--- src/design/can_fc_pkg.sv ---
// Constants shared by the fault-confinement and mailbox flag logic
package can_fc_pkg;
  // Register indexes, byte address is four times the index
  localparam logic [5:0] IDX_MBX_DIR_EN = 6'h00;
  localparam logic [5:0] IDX_TX_CTRL = 6'h01;
  localparam logic [5:0] IDX_RX_CTRL = 6'h02;
  localparam logic [5:0] IDX_MASTER_CTRL = 6'h03;
  localparam logic [5:0] IDX_ERR_STATUS = 6'h06;
  localparam logic [5:0] IDX_ERR_COUNT = 6'h08;
  localparam logic [5:0] IDX_INT_FLAG = 6'h09;
  localparam logic [5:0] IDX_INT_MASK = 6'h0a;
  // Field positions
  localparam int MCR_AUTO_BUS_ON = 7;
  localparam int MCR_CHANGE_DATA = 8;
  localparam int MCR_BYTE_ORDER = 10;
  localparam int MCR_CHANGE_CFG = 12;
  localparam int IFR_WARN = 0;
  localparam int IFR_PASSIVE = 1;
  localparam int IFR_BUS_OFF = 2;
  localparam int IFR_MBX_BASE = 8;
  localparam int TCR_ACK_BASE = 8;
  localparam int ESR_WARN = 0;
  localparam int ESR_PASSIVE = 1;
  localparam int ESR_BUS_OFF = 2;
  localparam int CEC_TX_BASE = 8;
  // Reset values
  localparam logic [15:0] MCR_RESET = 16'h0000;
  localparam logic [7:0] MDER_RESET = 8'h00;
  localparam logic [15:0] IMR_RESET = 16'h0000;
  // Error counter levels and steps
  localparam logic [8:0] WARN_LEVEL = 9'h060;
  localparam logic [8:0] PASSIVE_LEVEL = 9'h07f;
  localparam logic [8:0] BUS_OFF_LEVEL = 9'h0ff;
  localparam logic [8:0] TX_ERR_STEP = 9'h008;
  localparam logic [7:0] RX_ERR_MAX = 8'hff;
  // Recessive bits that end bus-off with auto bus-on
  localparam logic [10:0] RECOVERY_BITS = 11'(128 * 11);
  // AXI responses
  localparam logic [1:0] RESP_OKAY = 2'h0;
  localparam logic [1:0] RESP_SLVERR = 2'h2;
  typedef enum logic [1:0] {
    ST_ACTIVE = 2'b00,
    ST_PASSIVE = 2'b01,
    ST_BUS_OFF = 2'b10
  } err_state_t;
endpackage : can_fc_pkg

--- src/design/can_fault_mbox.sv ---
// Fault confinement, mailbox flags and AXI4-Lite register file of the CAN controller
//
// Chosen here: the register offsets and the AXI4-Lite interface to the registers.
`timescale 1ns/1ps
module can_fault_mbox (
  input wire logic ref_clk_i, // 40 MHz module clock
  input wire logic reset_n_i, // Asynchronous reset, active low
  input wire logic [7:0] s_axi_awaddr, // Write address
  input wire logic s_axi_awvalid, // Write address valid
  output logic s_axi_awready, // Write address ready
  input wire logic [31:0] s_axi_wdata, // Write data
  input wire logic [3:0] s_axi_wstrb, // Write byte strobes
  input wire logic s_axi_wvalid, // Write data valid
  output logic s_axi_wready, // Write data ready
  output logic [1:0] s_axi_bresp, // Write response
  output logic s_axi_bvalid, // Write response valid
  input wire logic s_axi_bready, // Write response ready
  input wire logic [7:0] s_axi_araddr, // Read address
  input wire logic s_axi_arvalid, // Read address valid
  output logic s_axi_arready, // Read address ready
  output logic [31:0] s_axi_rdata, // Read data
  output logic [1:0] s_axi_rresp, // Read response
  output logic s_axi_rvalid, // Read data valid
  input wire logic s_axi_rready, // Read data ready
  input wire logic can_rx_i, // Bus receive pin from transceiver
  input wire logic bit_tick_i, // Bit time strobe from bit timing
  input wire logic tx_err_i, // Transmit error seen, pulse
  input wire logic rx_err_i, // Receive error seen, pulse
  input wire logic tx_done_i, // Successful transmission, pulse
  input wire logic [2:0] tx_mbx_i, // Mailbox of the transmission
  input wire logic rx_done_i, // Successful reception, pulse
  input wire logic [2:0] rx_mbx_i, // Mailbox of the reception
  output logic [5:0] tx_req_o, // Mailboxes asking to transmit
  output logic [5:0] mbx_active_o, // Mailboxes taking part in traffic
  output logic [1:0] mbx_dir_o, // Direction of mailboxes 2 and 3
  output logic data_lock_o, // Change data request held
  output logic byte_order_o, // Data byte order select
  output logic bus_on_o, // Node may drive the bus
  output can_fc_pkg::err_state_t err_state_o, // Fault confinement state
  output logic irq_o // Interrupt, high while unmasked flag set
);
  import can_fc_pkg::*;

  // Decode a mailbox number into a one-hot vector
  function automatic logic [5:0] mbx_hot(input logic [2:0] idx);
    logic [5:0] v;
    v = 6'h00;
    if (idx < 3'h6) v[idx] = 1'b1;
    return v;
  endfunction : mbx_hot

  // Apply the two low byte strobes to write data
  function automatic logic [15:0] strobe16(input logic [31:0] d, input logic [3:0] s);
    return {s[1] ? d[15:8] : 8'h00, s[0] ? d[7:0] : 8'h00};
  endfunction : strobe16

  // Index is one of the mapped registers
  function automatic logic idx_known(input logic [5:0] i);
    return (i == IDX_MBX_DIR_EN) || (i == IDX_TX_CTRL) || (i == IDX_RX_CTRL) ||
           (i == IDX_MASTER_CTRL) || (i == IDX_ERR_STATUS) || (i == IDX_ERR_COUNT) ||
           (i == IDX_INT_FLAG) || (i == IDX_INT_MASK);
  endfunction : idx_known

  logic rx_meta_r;
  logic rx_sync_r;
  err_state_t state_r;
  err_state_t state_nxt;
  logic [8:0] tec_r;
  logic [8:0] tec_nxt;
  logic [7:0] rec_r;
  logic [7:0] rec_nxt;
  logic [15:0] mcr_r;
  logic [15:0] mcr_nxt;
  logic [7:0] mder_r;
  logic [5:0] trs_r;
  logic [5:0] trs_nxt;
  logic [5:0] ack_r;
  logic [5:0] ack_nxt;
  logic [5:0] rmp_r;
  logic [5:0] rmp_nxt;
  logic [15:0] ifr_r;
  logic [15:0] ifr_nxt;
  logic [15:0] imr_r;
  logic warn_r;
  logic passive_r;
  logic bvalid_r;
  logic [1:0] bresp_r;
  logic rvalid_r;
  logic [1:0] rresp_r;
  logic [31:0] rdata_r;

  // Bus pin synchroniser, first stage feeds only the second
  always_ff @(posedge ref_clk_i or negedge reset_n_i) begin
    if (!reset_n_i) begin
      rx_meta_r <= 1'b1;
      rx_sync_r <= 1'b1;
    end else begin
      rx_meta_r <= can_rx_i;
      rx_sync_r <= rx_meta_r;
    end
  end

  // AXI handshakes: write takes address and data together
  wire wr_take = s_axi_awvalid && s_axi_wvalid && !bvalid_r;
  wire rd_take = s_axi_arvalid && !rvalid_r;
  wire [5:0] wr_idx = s_axi_awaddr[7:2];
  wire [5:0] rd_idx = s_axi_araddr[7:2];
  wire wr_ok = wr_take && idx_known(wr_idx);
  wire [15:0] wr_val = strobe16(s_axi_wdata, s_axi_wstrb);
  assign s_axi_awready = wr_take;
  assign s_axi_wready = wr_take;
  assign s_axi_arready = !rvalid_r;
  assign s_axi_bvalid = bvalid_r;
  assign s_axi_bresp = bresp_r;
  assign s_axi_rvalid = rvalid_r;
  assign s_axi_rresp = rresp_r;
  assign s_axi_rdata = rdata_r;

  // Register write selects
  wire wr_mder = wr_ok && (wr_idx == IDX_MBX_DIR_EN);
  wire wr_tcr = wr_ok && (wr_idx == IDX_TX_CTRL);
  wire wr_rcr = wr_ok && (wr_idx == IDX_RX_CTRL);
  wire wr_mcr = wr_ok && (wr_idx == IDX_MASTER_CTRL);
  wire wr_ifr = wr_ok && (wr_idx == IDX_INT_FLAG);
  wire wr_imr = wr_ok && (wr_idx == IDX_INT_MASK);
  wire rd_ifr = rd_take && (rd_idx == IDX_INT_FLAG);

  // Counter level decode
  logic lvl_warn;
  logic lvl_passive;
  logic lvl_bus_off;
  err_level_eval u_levels (
    .tx_count_i(tec_r),
    .rx_count_i(rec_r),
    .warn_o(lvl_warn),
    .passive_o(lvl_passive),
    .bus_off_o(lvl_bus_off)
  );

  // Recessive run for automatic bus-on
  wire in_bus_off = (state_r == ST_BUS_OFF);
  wire auto_on = mcr_r[MCR_AUTO_BUS_ON];
  logic run_done;
  recessive_run_counter u_run (
    .ref_clk_i(ref_clk_i),
    .reset_n_i(reset_n_i),
    .arm_i(in_bus_off && auto_on),
    .bit_tick_i(bit_tick_i),
    .recessive_i(rx_sync_r),
    .done_o(run_done)
  );

  // Bus-off exit: recessive run or software clearing the request
  wire sw_recover = in_bus_off && wr_mcr && s_axi_wstrb[1] &&
                    !s_axi_wdata[MCR_CHANGE_CFG] && mcr_r[MCR_CHANGE_CFG];
  wire recover = (in_bus_off && auto_on && run_done) || sw_recover;
  wire bus_off_entry = !in_bus_off && lvl_bus_off;

  // Fault confinement state
  always_comb begin
    state_nxt = state_r;
    unique case (state_r)
      ST_ACTIVE, ST_PASSIVE: begin
        if (lvl_bus_off) state_nxt = ST_BUS_OFF;
        else if (lvl_passive) state_nxt = ST_PASSIVE;
        else state_nxt = ST_ACTIVE;
      end
      ST_BUS_OFF: begin
        if (recover) state_nxt = ST_ACTIVE;
      end
      default: state_nxt = ST_BUS_OFF;
    endcase
  end

  // Error events are ignored while disconnected
  wire live = !in_bus_off;
  wire tx_ev = tx_done_i && live && mbx_active_o[tx_mbx_i < 3'h6 ? tx_mbx_i : 3'h0]
               && (tx_mbx_i < 3'h6);
  wire rx_ev = rx_done_i && live && mbx_active_o[rx_mbx_i < 3'h6 ? rx_mbx_i : 3'h0]
               && (rx_mbx_i < 3'h6);
  wire [5:0] tx_hot = tx_ev ? mbx_hot(tx_mbx_i) : 6'h00;
  wire [5:0] rx_hot = rx_ev ? mbx_hot(rx_mbx_i) : 6'h00;

  // Error counters
  assign tec_nxt = recover ? 9'h000 :
                   !live ? tec_r :
                   tx_err_i ? tec_r + TX_ERR_STEP :
                   (tx_ev && tec_r != 9'h000) ? tec_r - 9'h001 : tec_r;
  assign rec_nxt = recover ? 8'h00 :
                   !live ? rec_r :
                   (rx_err_i && rec_r != RX_ERR_MAX) ? rec_r + 8'h01 :
                   (rx_ev && rec_r != 8'h00) ? rec_r - 8'h01 : rec_r;

  // Master control, bus-off without auto bus-on forces the change configuration request
  wire [15:0] mcr_written = wr_mcr ? {wr_val[15:8] | (s_axi_wstrb[1] ? 8'h00 : mcr_r[15:8]),
                                      wr_val[7:0] | (s_axi_wstrb[0] ? 8'h00 : mcr_r[7:0])}
                                   : mcr_r;
  always_comb begin
    mcr_nxt = mcr_written;
    if (bus_off_entry && !auto_on) mcr_nxt[MCR_CHANGE_CFG] = 1'b1;
  end

  // Transmit requests, completion beats a new request; acknowledges and receive pending bits, set beats clear
  wire [5:0] trs_set = (wr_tcr && s_axi_wstrb[0]) ? wr_val[5:0] : 6'h00;
  wire [5:0] ack_clr = (wr_tcr && s_axi_wstrb[1]) ? wr_val[TCR_ACK_BASE +: 6] : 6'h00;
  wire [5:0] rmp_clr = (wr_rcr && s_axi_wstrb[0]) ? wr_val[5:0] : 6'h00;
  assign trs_nxt = (trs_r | trs_set) & ~tx_hot;
  assign ack_nxt = tx_hot | (ack_r & ~ack_clr);
  assign rmp_nxt = rx_hot | (rmp_r & ~rmp_clr);

  // Interrupt flags: set by events, cleared by read or by writing one
  wire warn_rise = lvl_warn && !warn_r && live;
  wire passive_rise = lvl_passive && !passive_r && live;
  logic [15:0] ifr_set;
  logic [15:0] ifr_clr;
  // Flags placed by field position; a read of the register clears all of them
  always_comb begin
    ifr_set = 16'h0000;
    ifr_set[IFR_WARN] = warn_rise;
    ifr_set[IFR_PASSIVE] = passive_rise;
    ifr_set[IFR_BUS_OFF] = bus_off_entry;
    ifr_set[IFR_MBX_BASE +: 6] = tx_hot | rx_hot;
    ifr_clr = rd_ifr ? 16'hffff : 16'h0000;
    if (wr_ifr) ifr_clr = ifr_clr | wr_val;
    ifr_clr[IFR_MBX_BASE +: 6] = ifr_clr[IFR_MBX_BASE +: 6] | ack_clr | rmp_clr;
  end
  // Set beats clear when both land in one cycle, so no event is lost
  assign ifr_nxt = ifr_set | (ifr_r & ~ifr_clr);

  // Status views, live error status built by field position
  logic [15:0] esr_view;
  logic [31:0] cec_view;
  always_comb begin
    esr_view = 16'h0000;
    esr_view[ESR_WARN] = lvl_warn && live;
    esr_view[ESR_PASSIVE] = state_r == ST_PASSIVE;
    esr_view[ESR_BUS_OFF] = in_bus_off;
  end
  // Receive counter in the low byte, transmit counter above it
  always_comb begin
    cec_view = 32'h00000000;
    cec_view[7:0] = rec_r;
    cec_view[CEC_TX_BASE +: 9] = tec_r;
  end
  wire [31:0] rd_mux =
    (rd_idx == IDX_MBX_DIR_EN) ? {24'h000000, mder_r} :
    (rd_idx == IDX_TX_CTRL) ? {18'h00000, ack_r, 2'b00, trs_r} :
    (rd_idx == IDX_RX_CTRL) ? {26'h0000000, rmp_r} :
    (rd_idx == IDX_MASTER_CTRL) ? {16'h0000, mcr_r} :
    (rd_idx == IDX_ERR_STATUS) ? {16'h0000, esr_view} :
    (rd_idx == IDX_ERR_COUNT) ? cec_view :
    (rd_idx == IDX_INT_FLAG) ? {16'h0000, ifr_r} :
    (rd_idx == IDX_INT_MASK) ? {16'h0000, imr_r} : 32'h00000000;

  // Outputs towards the protocol engine
  assign bus_on_o = live;
  assign mbx_active_o = mder_r[5:0] & {6{live}};
  assign tx_req_o = trs_r & mbx_active_o;
  assign mbx_dir_o = mder_r[7:6];
  assign data_lock_o = mcr_r[MCR_CHANGE_DATA];
  assign byte_order_o = mcr_r[MCR_BYTE_ORDER];
  assign err_state_o = state_r;
  assign irq_o = |(ifr_r & imr_r);

  // Fault state and counters
  always_ff @(posedge ref_clk_i or negedge reset_n_i) begin
    if (!reset_n_i) begin
      state_r <= ST_ACTIVE;
      tec_r <= 9'h000;
      rec_r <= 8'h00;
      warn_r <= 1'b0;
      passive_r <= 1'b0;
    end else begin
      state_r <= state_nxt;
      tec_r <= tec_nxt;
      rec_r <= rec_nxt;
      warn_r <= lvl_warn;
      passive_r <= lvl_passive;
    end
  end

  // Control and flag registers
  always_ff @(posedge ref_clk_i or negedge reset_n_i) begin
    if (!reset_n_i) begin
      mcr_r <= MCR_RESET;
      mder_r <= MDER_RESET;
      imr_r <= IMR_RESET;
      trs_r <= 6'h00;
      ack_r <= 6'h00;
      rmp_r <= 6'h00;
      ifr_r <= 16'h0000;
    end else begin
      mcr_r <= mcr_nxt;
      if (wr_mder && s_axi_wstrb[0]) mder_r <= wr_val[7:0];
      if (wr_imr) imr_r <= wr_val;
      trs_r <= trs_nxt;
      ack_r <= ack_nxt;
      rmp_r <= rmp_nxt;
      ifr_r <= ifr_nxt;
    end
  end

  // AXI write response
  always_ff @(posedge ref_clk_i or negedge reset_n_i) begin
    if (!reset_n_i) begin
      bvalid_r <= 1'b0;
      bresp_r <= RESP_OKAY;
    end else if (wr_take) begin
      bvalid_r <= 1'b1;
      bresp_r <= idx_known(wr_idx) ? RESP_OKAY : RESP_SLVERR;
    end else if (s_axi_bready) begin
      bvalid_r <= 1'b0;
    end
  end

  // AXI read data
  always_ff @(posedge ref_clk_i or negedge reset_n_i) begin
    if (!reset_n_i) begin
      rvalid_r <= 1'b0;
      rresp_r <= RESP_OKAY;
      rdata_r <= 32'h00000000;
    end else if (rd_take) begin
      rvalid_r <= 1'b1;
      rresp_r <= idx_known(rd_idx) ? RESP_OKAY : RESP_SLVERR;
      rdata_r <= rd_mux;
    end else if (s_axi_rready) begin
      rvalid_r <= 1'b0;
    end
  end
endmodule : can_fault_mbox

--- src/design/err_level_eval.sv ---
// Decodes the error counters into warning, passive and bus-off levels
`timescale 1ns/1ps
module err_level_eval (
  input wire logic [8:0] tx_count_i, // Transmit error counter
  input wire logic [7:0] rx_count_i, // Receive error counter
  output logic warn_o, // Either counter at warning level
  output logic passive_o, // Either counter at passive level
  output logic bus_off_o // Transmit counter beyond 255
);
  import can_fc_pkg::*;
  // Threshold compares
  assign warn_o = (tx_count_i >= WARN_LEVEL) || ({1'b0, rx_count_i} >= WARN_LEVEL);
  assign passive_o = (tx_count_i >= PASSIVE_LEVEL) || ({1'b0, rx_count_i} >= PASSIVE_LEVEL);
  assign bus_off_o = tx_count_i > BUS_OFF_LEVEL;
endmodule : err_level_eval

--- src/design/recessive_run_counter.sv ---
// Counts consecutive recessive bits while bus-off recovery is armed
`timescale 1ns/1ps
module recessive_run_counter (
  input wire logic ref_clk_i, // Module clock
  input wire logic reset_n_i, // Asynchronous reset, active low
  input wire logic arm_i, // Count only while high
  input wire logic bit_tick_i, // One pulse per bit time
  input wire logic recessive_i, // Synchronised bus level, 1 is recessive
  output logic done_o // Run length reached
);
  import can_fc_pkg::*;
  logic [10:0] run_r;
  logic [10:0] run_nxt;
  // A dominant bit or disarm restarts the run
  assign run_nxt = !arm_i ? 11'h000 :
                   (bit_tick_i && !recessive_i) ? 11'h000 :
                   (bit_tick_i && !done_o) ? run_r + 11'h001 : run_r;
  assign done_o = run_r >= RECOVERY_BITS;
  // Run register
  always_ff @(posedge ref_clk_i or negedge reset_n_i) begin
    if (!reset_n_i) run_r <= 11'h000;
    else run_r <= run_nxt;
  end
endmodule : recessive_run_counter

--- config.mk ---
export PLATFORM = sky130hd
export DESIGN_NAME = can_fault_mbox
export DESIGN_NICKNAME = d
export VERILOG_FILES = /design/src/design/can_fc_pkg.sv /design/src/design/can_fault_mbox.sv /design/src/design/err_level_eval.sv /design/src/design/recessive_run_counter.sv
export SDC_FILE = /design/constraint.sdc
export NUM_CORES = 1
export LEC_CHECK = 0
export BUFFER_PORTS_ARGS = -buffer_cell sky130_fd_sc_hd__buf_4
export CAP_MARGIN = 20
export CORE_ASPECT_RATIO = 1.4
export CORE_MARGIN = 2
export CORE_UTILIZATION = 40
export CTS_CLUSTER_SIZE = 40
export DETAILED_ROUTE_END_ITERATION = 6
export SYNTH_ARGS = -nofsm -noshare
export SYNTH_HDL_FRONTEND = slang
export SYNTH_SLANG_ARGS = --single-unit
--- constraint.sdc ---
create_clock -name ref_clk_i -period 2.9 [get_ports ref_clk_i]
set_clock_uncertainty 0.15 [all_clocks]
set_input_delay 0.435 -clock ref_clk_i [delete_from_list [all_inputs] [get_ports ref_clk_i]]
set_output_delay 0.435 -clock ref_clk_i [all_outputs]
set_load 0.01 [all_outputs]
==> results.sh, run 1 <==
export IMPL_initial_utilization=0.410
export IMPL_grt_max_degree=43
export IMPL_p_leak_nw=4.10
export IMPL_worstPathRequired_ps=3090
export IMPL_antennaDiodeCount=0
export IMPL_critPathBufInv=1
export IMPL_min_delay_start="s_axi_bready"
export IMPL_gr_usage_met1=0.294
export IMPL_timing_fmax_mhz=377
export IMPL_routed_wl_um=21700
export IMPL_final_util=0.502
export IMPL_path_cells="inv_1 -> ha_1 -> or3b_2 -> o311ai_1 -> o21bai_1 -> nand3_1 -> mux2i_1"
export IMPL_power_mw=5.31
export IMPL_timing_rr_start="tec_r[0]"
export IMPL_cpMaxStageDelayCell="o311ai_1"
export IMPL_arrival_ps=2850
export IMPL_crit_type="reg -> reg"
export IMPL_min_period_ps=2660
export IMPL_p_per_area_mw_per_mm2=608
export IMPL_synthTopCellsByCount="dfrtp_1 (127), nand2_1 (100), o21ai_0 (61), nor2_1 (42), mux2i_1 (30)"
export IMPL_grt_pass1_vias=6194
export IMPL_postSynthAreaPerCell_um2=9.55
export IMPL_hp_class="in -> reg"
export IMPL_antenna_found_initial=0
export IMPL_dp_hpwl_um=16400
export IMPL_grt_overflow=0
export IMPL_yosysTopAreaCellShare=0.446
export IMPL_use_met3=0.0440
export IMPL_clock_sinks=129
export IMPL_clockBufferDepth=2
export IMPL_avgViaCountPerCell=5.65
export IMPL_grt_most_used_layer="met2"
export IMPL_die_y_um=162
export IMPL_rsz0062_at_grt="false"
export IMPL_setup_viol=0
export IMPL_r2r_slack_ps=240
export IMPL_cp_start_kind="register"
export IMPL_place_inst=1066
export IMPL_whs_ps=37.3
export IMPL_cts_setup_buffers=0
export IMPL_hold_depth=2
export IMPL_cts_tree="done"
export IMPL_yosys_warnings=0
export IMPL_netlist_top_cells_area="dfrtp_1 (45%), nand2_1 (5.3%), o21ai_0 (4.3%), mux2i_1 (4.2%), mux2_2 (4.1%)"
export IMPL_drive_gt1_frac=0.228
export IMPL_grtUsageTotal=0.236
export IMPL_fin_crit_sh=0.916
export IMPL_wl_per_cell_um=19.7
export IMPL_fillers=1639
export IMPL_maxCapViolations=0
export IMPL_numPortBuffers=92
export IMPL_ir_drop_mv=0.293
export IMPL_regArea_mm2=0.00323
export IMPL_root_buffer="clkbuf_16"
export IMPL_yosysTopAreaCell="dfrtp_1"
export IMPL_cp_end_kind="register"
export IMPL_crit_path_max_fanout=6
export IMPL_critPathMaxStageDelay_ps=570
export IMPL_synth_flop_cell="dfrtp_1"
export IMPL_antenna_left=0
export IMPL_synth_area_mm2=0.00713
export IMPL_ys_seq_area_frac=0.453
export IMPL_ys_async_sr_fraction=1.00
export IMPL_drc=0
export IMPL_fp_dieArea_mm2=0.0189
export IMPL_dr_pass1_iters=5
export IMPL_synth_most_common_cell="dfrtp_1"
export IMPL_slew_violations=0
export IMPL_core_region_area_mm2=0.0174
export IMPL_tns_ps=0
export IMPL_insertion_delay_ps=430
export IMPL_cts_made_buffers=17
export IMPL_r2r_end="tec_r[6]"
export IMPL_synth_edf_count=0
export IMPL_cp_top_family="compound AO/OA/AOI/OAI gates"
export IMPL_area_growth_pct=22.4
export IMPL_clk_pin_slew_ps=60
export IMPL_ios=132
export IMPL_final_nets=935
export IMPL_status="finished clean"
export IMPL_synth_seq_cells=129
export IMPL_grt_first_pass_wirelength_um=33700
export IMPL_final_hold_viol_count=0
export IMPL_hold_path_endpoint="s_axi_bvalid"
export IMPL_slew_headroom=0.521
export IMPL_grtUsageMet2=0.395
export IMPL_vias=6217
export IMPL_place_gp_congestion=0.900
export IMPL_rr_worst_depth=7
export IMPL_cts_htree_levels=4
export IMPL_final_cells=1100
export IMPL_multi_input_area_mm2=0.00359
export IMPL_die_w_um=117
export IMPL_drtIter0Drc=413
export IMPL_ys_types=67
export IMPL_worstMarginPinSlew_ps=700
export IMPL_rows=57
export IMPL_syn_inst=747
[final cells by class]
cell class / instances / area share
Tap cell: 236 / 0.0338
Timing Repair Buffer: 122 / 0.108
Multi-Input combinational cell: 554 / 0.411
Sequential cell: 129 / 0.370
Clock inverter: 13 / 0.0129
Inverter: 27 / 0.0116
Clock buffer: 19 / 0.0519
[metrics by stage]
stage	cell area [µm²]	worst slack, ps
2_1_floorplan	7190	200
3_3_place_gp	8140	369
3_5_place_dp	8140	276
4_1_cts	8730	262
5_1_grt	8730	78.8
6_report	8730	244
[how the worst max path moves through the flow]
| stage | from | end | slack (ps) | cells after the start |
|---|---|---|---|---|
| after floorplan | rec_r[0] | rec_r[6] | 200 | 8 |
| after global placement | tec_r[0] | tec_r[5] | 370 | 7 |
| after detailed placement | rec_r[2] | rec_r[6] | 280 | 9 |
| after CTS | rec_r[2] | rec_r[6] | 260 | 9 |
| after global routing | rec_r[0] | rec_r[6] | 80 | 10 |
| final | tec_r[0] | tec_r[6] | 240 | 7 |
[cells by family (layout without fill, tap and decap cells)]
family | Yosys count | count (layout) | synth area share
buffers and inverters | 80 | 181 | 0.0530
AO/OA/AOI/OAI | 177 | 177 | 0.166
multiplexers | 60 | 60 | 0.0948
flip-flops | 129 | 129 | 0.453
other | 1 | 17 | 0.000526
AND/OR/NAND/NOR | 275 | 275 | 0.194
XOR/XNOR | 12 | 12 | 0.0147
adder cells (fa/ha/maj) | 13 | 13 | 0.0239
[power breakdown]
part | switching [mW] | internal, mW | leakage (nW) | total [mW]
logic | 0.600 | 0.491 | 2.10 | 1.09
clock network | 0.825 | 1.22 | 0.275 | 2.04
registers | 0.208 | 1.96 | 1.72 | 2.17
[what timing repair did]
| action | 4_1_cts | 5_1_grt |
|---|---|---|
| endpoints found under the hold margin | 39 | 0 |
| hold buffers | 2 | 0 |
| setup endpoints to repair | 0 | 0 |
| gates resized for setup | 0 | 0 |
[placed cells by master (no fill, tap or decap), types with 12 or more instances in the layout]
master / Yosys / final
dfrtp_1: 127 / 127
or3_1: 12 / 12
o21ai_0: 61 / 61
clkbuf_16: 0 / 17
mux2_2: 26 / 26
nor2_1: 42 / 42
conb_1: 1 / 17
a21oi_1: 17 / 17
nand3_1: 26 / 26
inv_1: 27 / 27
nand4_1: 12 / 12
nand2_1: 100 / 100
nor3_1: 14 / 14
mux2i_1: 30 / 30
buf_4: 20 / 118
ha_1: 12 / 12
a22oi_1: 16 / 16
[metal layers]
| metal | wire [µm] | part of all wire |
|---|---|---|
| met1 | 8630 | 0.40 |
| met2 | 11000 | 0.51 |
| met3 | 1370 | 0.063 |
| met4 | 670 | 0.031 |
| met5 | 0 | 0 |
(Power assumes the default switching activity.)
==> run 2: changes to the inputs <==
CORE_UTILIZATION = 52   (was 40)
CTS_BUF_LIST = sky130_fd_sc_hd__clkbuf_4   (was default)
PLACE_DENSITY = 0.78   (was default)
==> results.sh, run 2 (synthesis gave the netlist of run 1 again) <==
export IMPL_hp_class="in -> reg"
export IMPL_insertion_delay_ps=550
export IMPL_vias=6384
export IMPL_fin_crit_sh=0.948
export IMPL_antenna_found_initial=1
export IMPL_rsz0062_at_grt="false"
export IMPL_numPortBuffers=92
export IMPL_area_growth_pct=18.6
export IMPL_antenna_left=0
export IMPL_maxCapViolations=0
export IMPL_multi_input_area_mm2=0.00359
export IMPL_timing_fmax_mhz=364
export IMPL_cts_htree_levels=4
export IMPL_place_inst=1007
export IMPL_cp_start_kind="register"
export IMPL_final_common_cell="dfrtp_1"
export IMPL_clock_sinks=129
export IMPL_drtIter0Drc=565
export IMPL_rows=50
export IMPL_violations="DRC"
export IMPL_drive_gt1_frac=0.219
export IMPL_status="complete, but fails checks"
export IMPL_arrival_ps=3070
export IMPL_crit_path_max_fanout=6
export IMPL_p_leak_nw=3.97
export IMPL_cts_tree="done"
export IMPL_die_w_um=103
export IMPL_final_nets=943
export IMPL_dr_pass1_iters=7
export IMPL_setup_viol=0
export IMPL_avgViaCountPerCell=6.05
export IMPL_final_cells=1055
export IMPL_grt_max_degree=59
export IMPL_core_region_area_mm2=0.0134
export IMPL_cts_made_buffers=17
export IMPL_fillers=1160
export IMPL_routed_wl_um=21300
export IMPL_grt_pass1_vias=6302
export IMPL_ir_drop_mv=0.318
export IMPL_dp_hpwl_um=16000
export IMPL_worst_slack_ps=151
export IMPL_worstMarginPinSlew_ps=726
export IMPL_drc=1
export IMPL_cp_end_kind="register"
export IMPL_wl_per_cell_um=20.2
export IMPL_grt_overflow=0
export IMPL_slew_headroom=0.503
export IMPL_grt_first_pass_wirelength_um=33300
export IMPL_root_buffer="clkbuf_4"
export IMPL_min_period_ps=2750
export IMPL_regArea_mm2=0.00323
export IMPL_slew_violations=0
export IMPL_clockBufferDepth=2
export IMPL_crit_type="reg -> reg"
export IMPL_whs_ps=36.4
export IMPL_die_y_um=143
export IMPL_initial_utilization=0.533
export IMPL_clk_pin_slew_ps=120
export IMPL_place_gp_congestion=0.925
export IMPL_worstPathRequired_ps=3220
export IMPL_p_per_area_mw_per_mm2=527
export IMPL_final_hold_viol_count=0
export IMPL_ios=132
export IMPL_layout_common_cells="dfrtp_1 (126), buf_4 (114), nand2_1 (100), o21ai_0 (61), nor2_1 (42)"
export IMPL_pre_cts_ws_ps=196
export IMPL_final_util=0.631
export IMPL_grtUsageTotal=0.301
export IMPL_tns_ps=0
export IMPL_fp_dieArea_mm2=0.0147
==> run 2: worst max-delay path, stage by stage (launching register included) <==
cell      delay [ps]
dfrtp_1          480
inv_1            110
ha_1             180
or3b_2           500
o311ai_1         630
o21bai_1         270
nand3_1          180
mux2i_1          200
==> run 2: power breakdown <==
part           internal, mW  leakage [nW]  switching, mW
Sequential             1.96          1.72          0.221
Clock                 0.498         0.120          0.688
Combinational         0.485          2.13          0.604
Total                  2.94          3.97           1.51
==> run 2: what timing repair did <==
item / in CTS / in global routing
hold buffers: 15 / 0
hold endpoints to repair: 104 / 0
resized for setup: 0 / 2
endpoints found under the setup margin: 0 / 2
buffers inserted: 0 / 0
==> run 2: cell type report <==
type	instances	share of cell area
flip-flops and latches	129	0.382
inverters	27	0.0120
diodes	1	0.000296
clock buffers	17	0.0151
well taps	182	0.0269
repair buffers	130	0.121
multi-input cells	554	0.425
clock inverters	15	0.0172
==> run 2: path summary, 6_finish.rpt <==
kind / startpoint / endpoint / slack [ps] / cells after the start
max: tec_r[0] / tec_r[8] / 150 / 7
min: s_axi_wdata[0] / mder_r[0] / 40 / 2
max reg2reg: tec_r[0] / tec_r[8] / 150 / 7
min reg2reg: rx_meta_r / rx_sync_r / 210 / 0
max in group asynchronous: reset_n_i / ack_r[3] / 1710 / 3
min in group asynchronous: reset_n_i / async pin / 130 / 2
==> run 2: metal layers <==
layer / part of all wire / track usage / vias up / wire length (µm)
li1: - / - / 2891 / -
met1: 0.38 / 0.362 / 3172 / 8110
met2: 0.52 / 0.522 / 261 / 11100
met3: 0.059 / 0.0594 / 60 / 1260
met4: 0.040 / 0.122 / 0 / 844
met5: 0 / 0 / - / 0
==> run 2: metrics by stage <==
stage          cell area [µm²]  total power [mW]
4_1_cts                   8450              4.44
5_1_grt                   8450              4.68
3_3_place_gp              8020              3.19
2_1_floorplan             7190              2.83
6_report                  8450              4.46
3_5_place_dp              8020              3.26
==> run 3: changes to the inputs <==
BUFFER_PORTS_ARGS = -buffer_cell sky130_fd_sc_hd__buf_2   (was -buffer_cell sky130_fd_sc_hd__buf_4)
==> results.sh, run 3 (synthesis gave the netlist of run 1 again) <==
export IMPL_status="finished clean"
export IMPL_final_hold_viol_count=0
export IMPL_die_y_um=143
export IMPL_cp_top_family="compound AO/OA/AOI/OAI gates"
export IMPL_timing_fmax_mhz=387
export IMPL_switching_share=0.332
export IMPL_rsz0062_at_grt="false"
export IMPL_crit_path_max_fanout=7
export IMPL_setup_viol=0
export IMPL_critPathMaxStageDelay_ps=360
export IMPL_fin_crit_sh=0.892
export IMPL_power_frac_seq=0.461
export IMPL_initial_utilization=0.533
export IMPL_worstMarginPinSlew_ps=680
export IMPL_core_region_area_mm2=0.0134
export IMPL_vias=6403
export IMPL_cts_htree_levels=4
export IMPL_rows=50
export IMPL_antenna_left=0
export IMPL_maxCapViolations=0
export IMPL_hp_class="in -> reg"
export IMPL_ios=132
export IMPL_tns_ps=0
export IMPL_die_w_um=103
export IMPL_grt_overflow=0
export IMPL_p_leak_nw=4.03
export IMPL_clockBufferDepth=2
export IMPL_dp_hpwl_um=15100
export IMPL_grt_pass1_vias=6144
export IMPL_final_common_cell="dfrtp_1"
export IMPL_dr_pass1_iters=5
export IMPL_p_clk_frac=0.290
export IMPL_cpMaxStageDelayCell="dfrtp_1"
export IMPL_clk_pin_slew_ps=120
export IMPL_fp_dieArea_mm2=0.0147
export IMPL_place_inst=1018
export IMPL_cp_end_kind="register"
export IMPL_p_per_area_mw_per_mm2=548
export IMPL_slew_violations=0
export IMPL_final_nets=956
export IMPL_insertion_delay_ps=550
export IMPL_critPathBufInv=1
export IMPL_grt_max_degree=49
export IMPL_slew_headroom=0.535
export IMPL_cts_tree="done"
export IMPL_final_cells=1068
export IMPL_worstPathRequired_ps=3210
export IMPL_path_cells="nand4_1 -> o31ai_1 -> buf_4 -> ha_1 -> nor2b_1 -> o31a_1 -> o21a_1 -> o21a_1 -> o31ai_1"
export IMPL_cp_start_kind="register"
export IMPL_routed_wl_um=19900
export IMPL_grt_first_pass_wirelength_um=31800
export IMPL_wl_per_cell_um=18.7
export IMPL_arrival_ps=2900
export IMPL_drc=0
export IMPL_area_growth_pct=17.3
export IMPL_crit_type="reg -> reg"
export IMPL_ir_drop_mv=0.281
export IMPL_numPortBuffers=92
export IMPL_pwr_share_comb=0.249
export IMPL_grtUsageTotal=0.287
export IMPL_internal_power_mw=3.06
export IMPL_fillers=1169
export IMPL_post_cts_resized=0
export IMPL_drtIter0Drc=418
export IMPL_p_sw_mw=1.52
export IMPL_antenna_found_initial=1
export IMPL_cts_made_buffers=17
export IMPL_drive_gt1_frac=0.229
export IMPL_root_buffer="clkbuf_4"
export IMPL_place_gp_congestion=0.914
export IMPL_clock_sinks=129
export IMPL_avgViaCountPerCell=6.00
export IMPL_layout_common_cells="dfrtp_1 (127), nand2_1 (100), buf_2 (91), o21ai_0 (61), nor2_1 (42)"
export IMPL_min_period_ps=2590
[run 3: per-layer routing]
| layer | up-vias | track usage | routed length, µm |
|---|---|---|---|
| met5 | - | 0 | 0 |
| met4 | 0 | 0.138 | 946 |
| met3 | 71 | 0.0668 | 1580 |
| met2 | 316 | 0.479 | 10000 |
| met1 | 3099 | 0.343 | 7410 |
| li1 | 2917 | - | - |
[run 3: layout make-up]
cell class	instances	area [µm²]	area share
clock inverter	15	185	0.0221
multi-input combinational	554	3590	0.429
sequential	129	3230	0.386
inverter	27	101	0.0121
clock buffer	17	128	0.0153
timing repair buffer	143	901	0.108
antenna	1	2.50	0.000299
tap	182	228	0.0272
[run 3: power groups by stage]
stage	clock [mW]	sequential [mW]	combinational (mW)
2_1_floorplan	0	2.13	0.701
4_1_cts	1.35	2.11	1.14
6_report	1.33	2.12	1.14
5_1_grt	1.42	2.14	1.27
3_3_place_gp	0	2.14	1.08
3_5_place_dp	0	2.15	1.11
[run 3: worst paths after layout]
kind,start,to,slack [ps],cells past startpoint
hold / removal,s_axi_wdata[4],mder_r[4],90,2
setup reg to reg,rec_r[3],rec_r[6],310,9
min in group asynchronous,reset_n_i,rec_r[4],270,2
setup / recovery,rec_r[3],rec_r[6],310,9
hold reg to reg,rx_meta_r,rx_sync_r,210,0
max in group asynchronous,reset_n_i,ifr_r[6],1550,3
[run 3: what timing repair did]
action,in CTS,in global routing
hold buffers,17,0
buffers inserted,0,0
setup endpoints to repair,0,0
endpoints found under the hold margin,62,0
[run 3: through the flow]
stage          cell area (µm²)  power (mW)  worst slack, ps  hold slack (ps)   util
4_1_cts                   8360        4.60              292             38.2  0.625
6_report                  8360        4.59              314             91.8  0.625
5_1_grt                   8360        4.83              116             45.0  0.625
3_3_place_gp              7880        3.23              371              196  0.589
3_5_place_dp              7880        3.26              338              198  0.589
2_1_floorplan             7190        2.83              200            -10.6      -
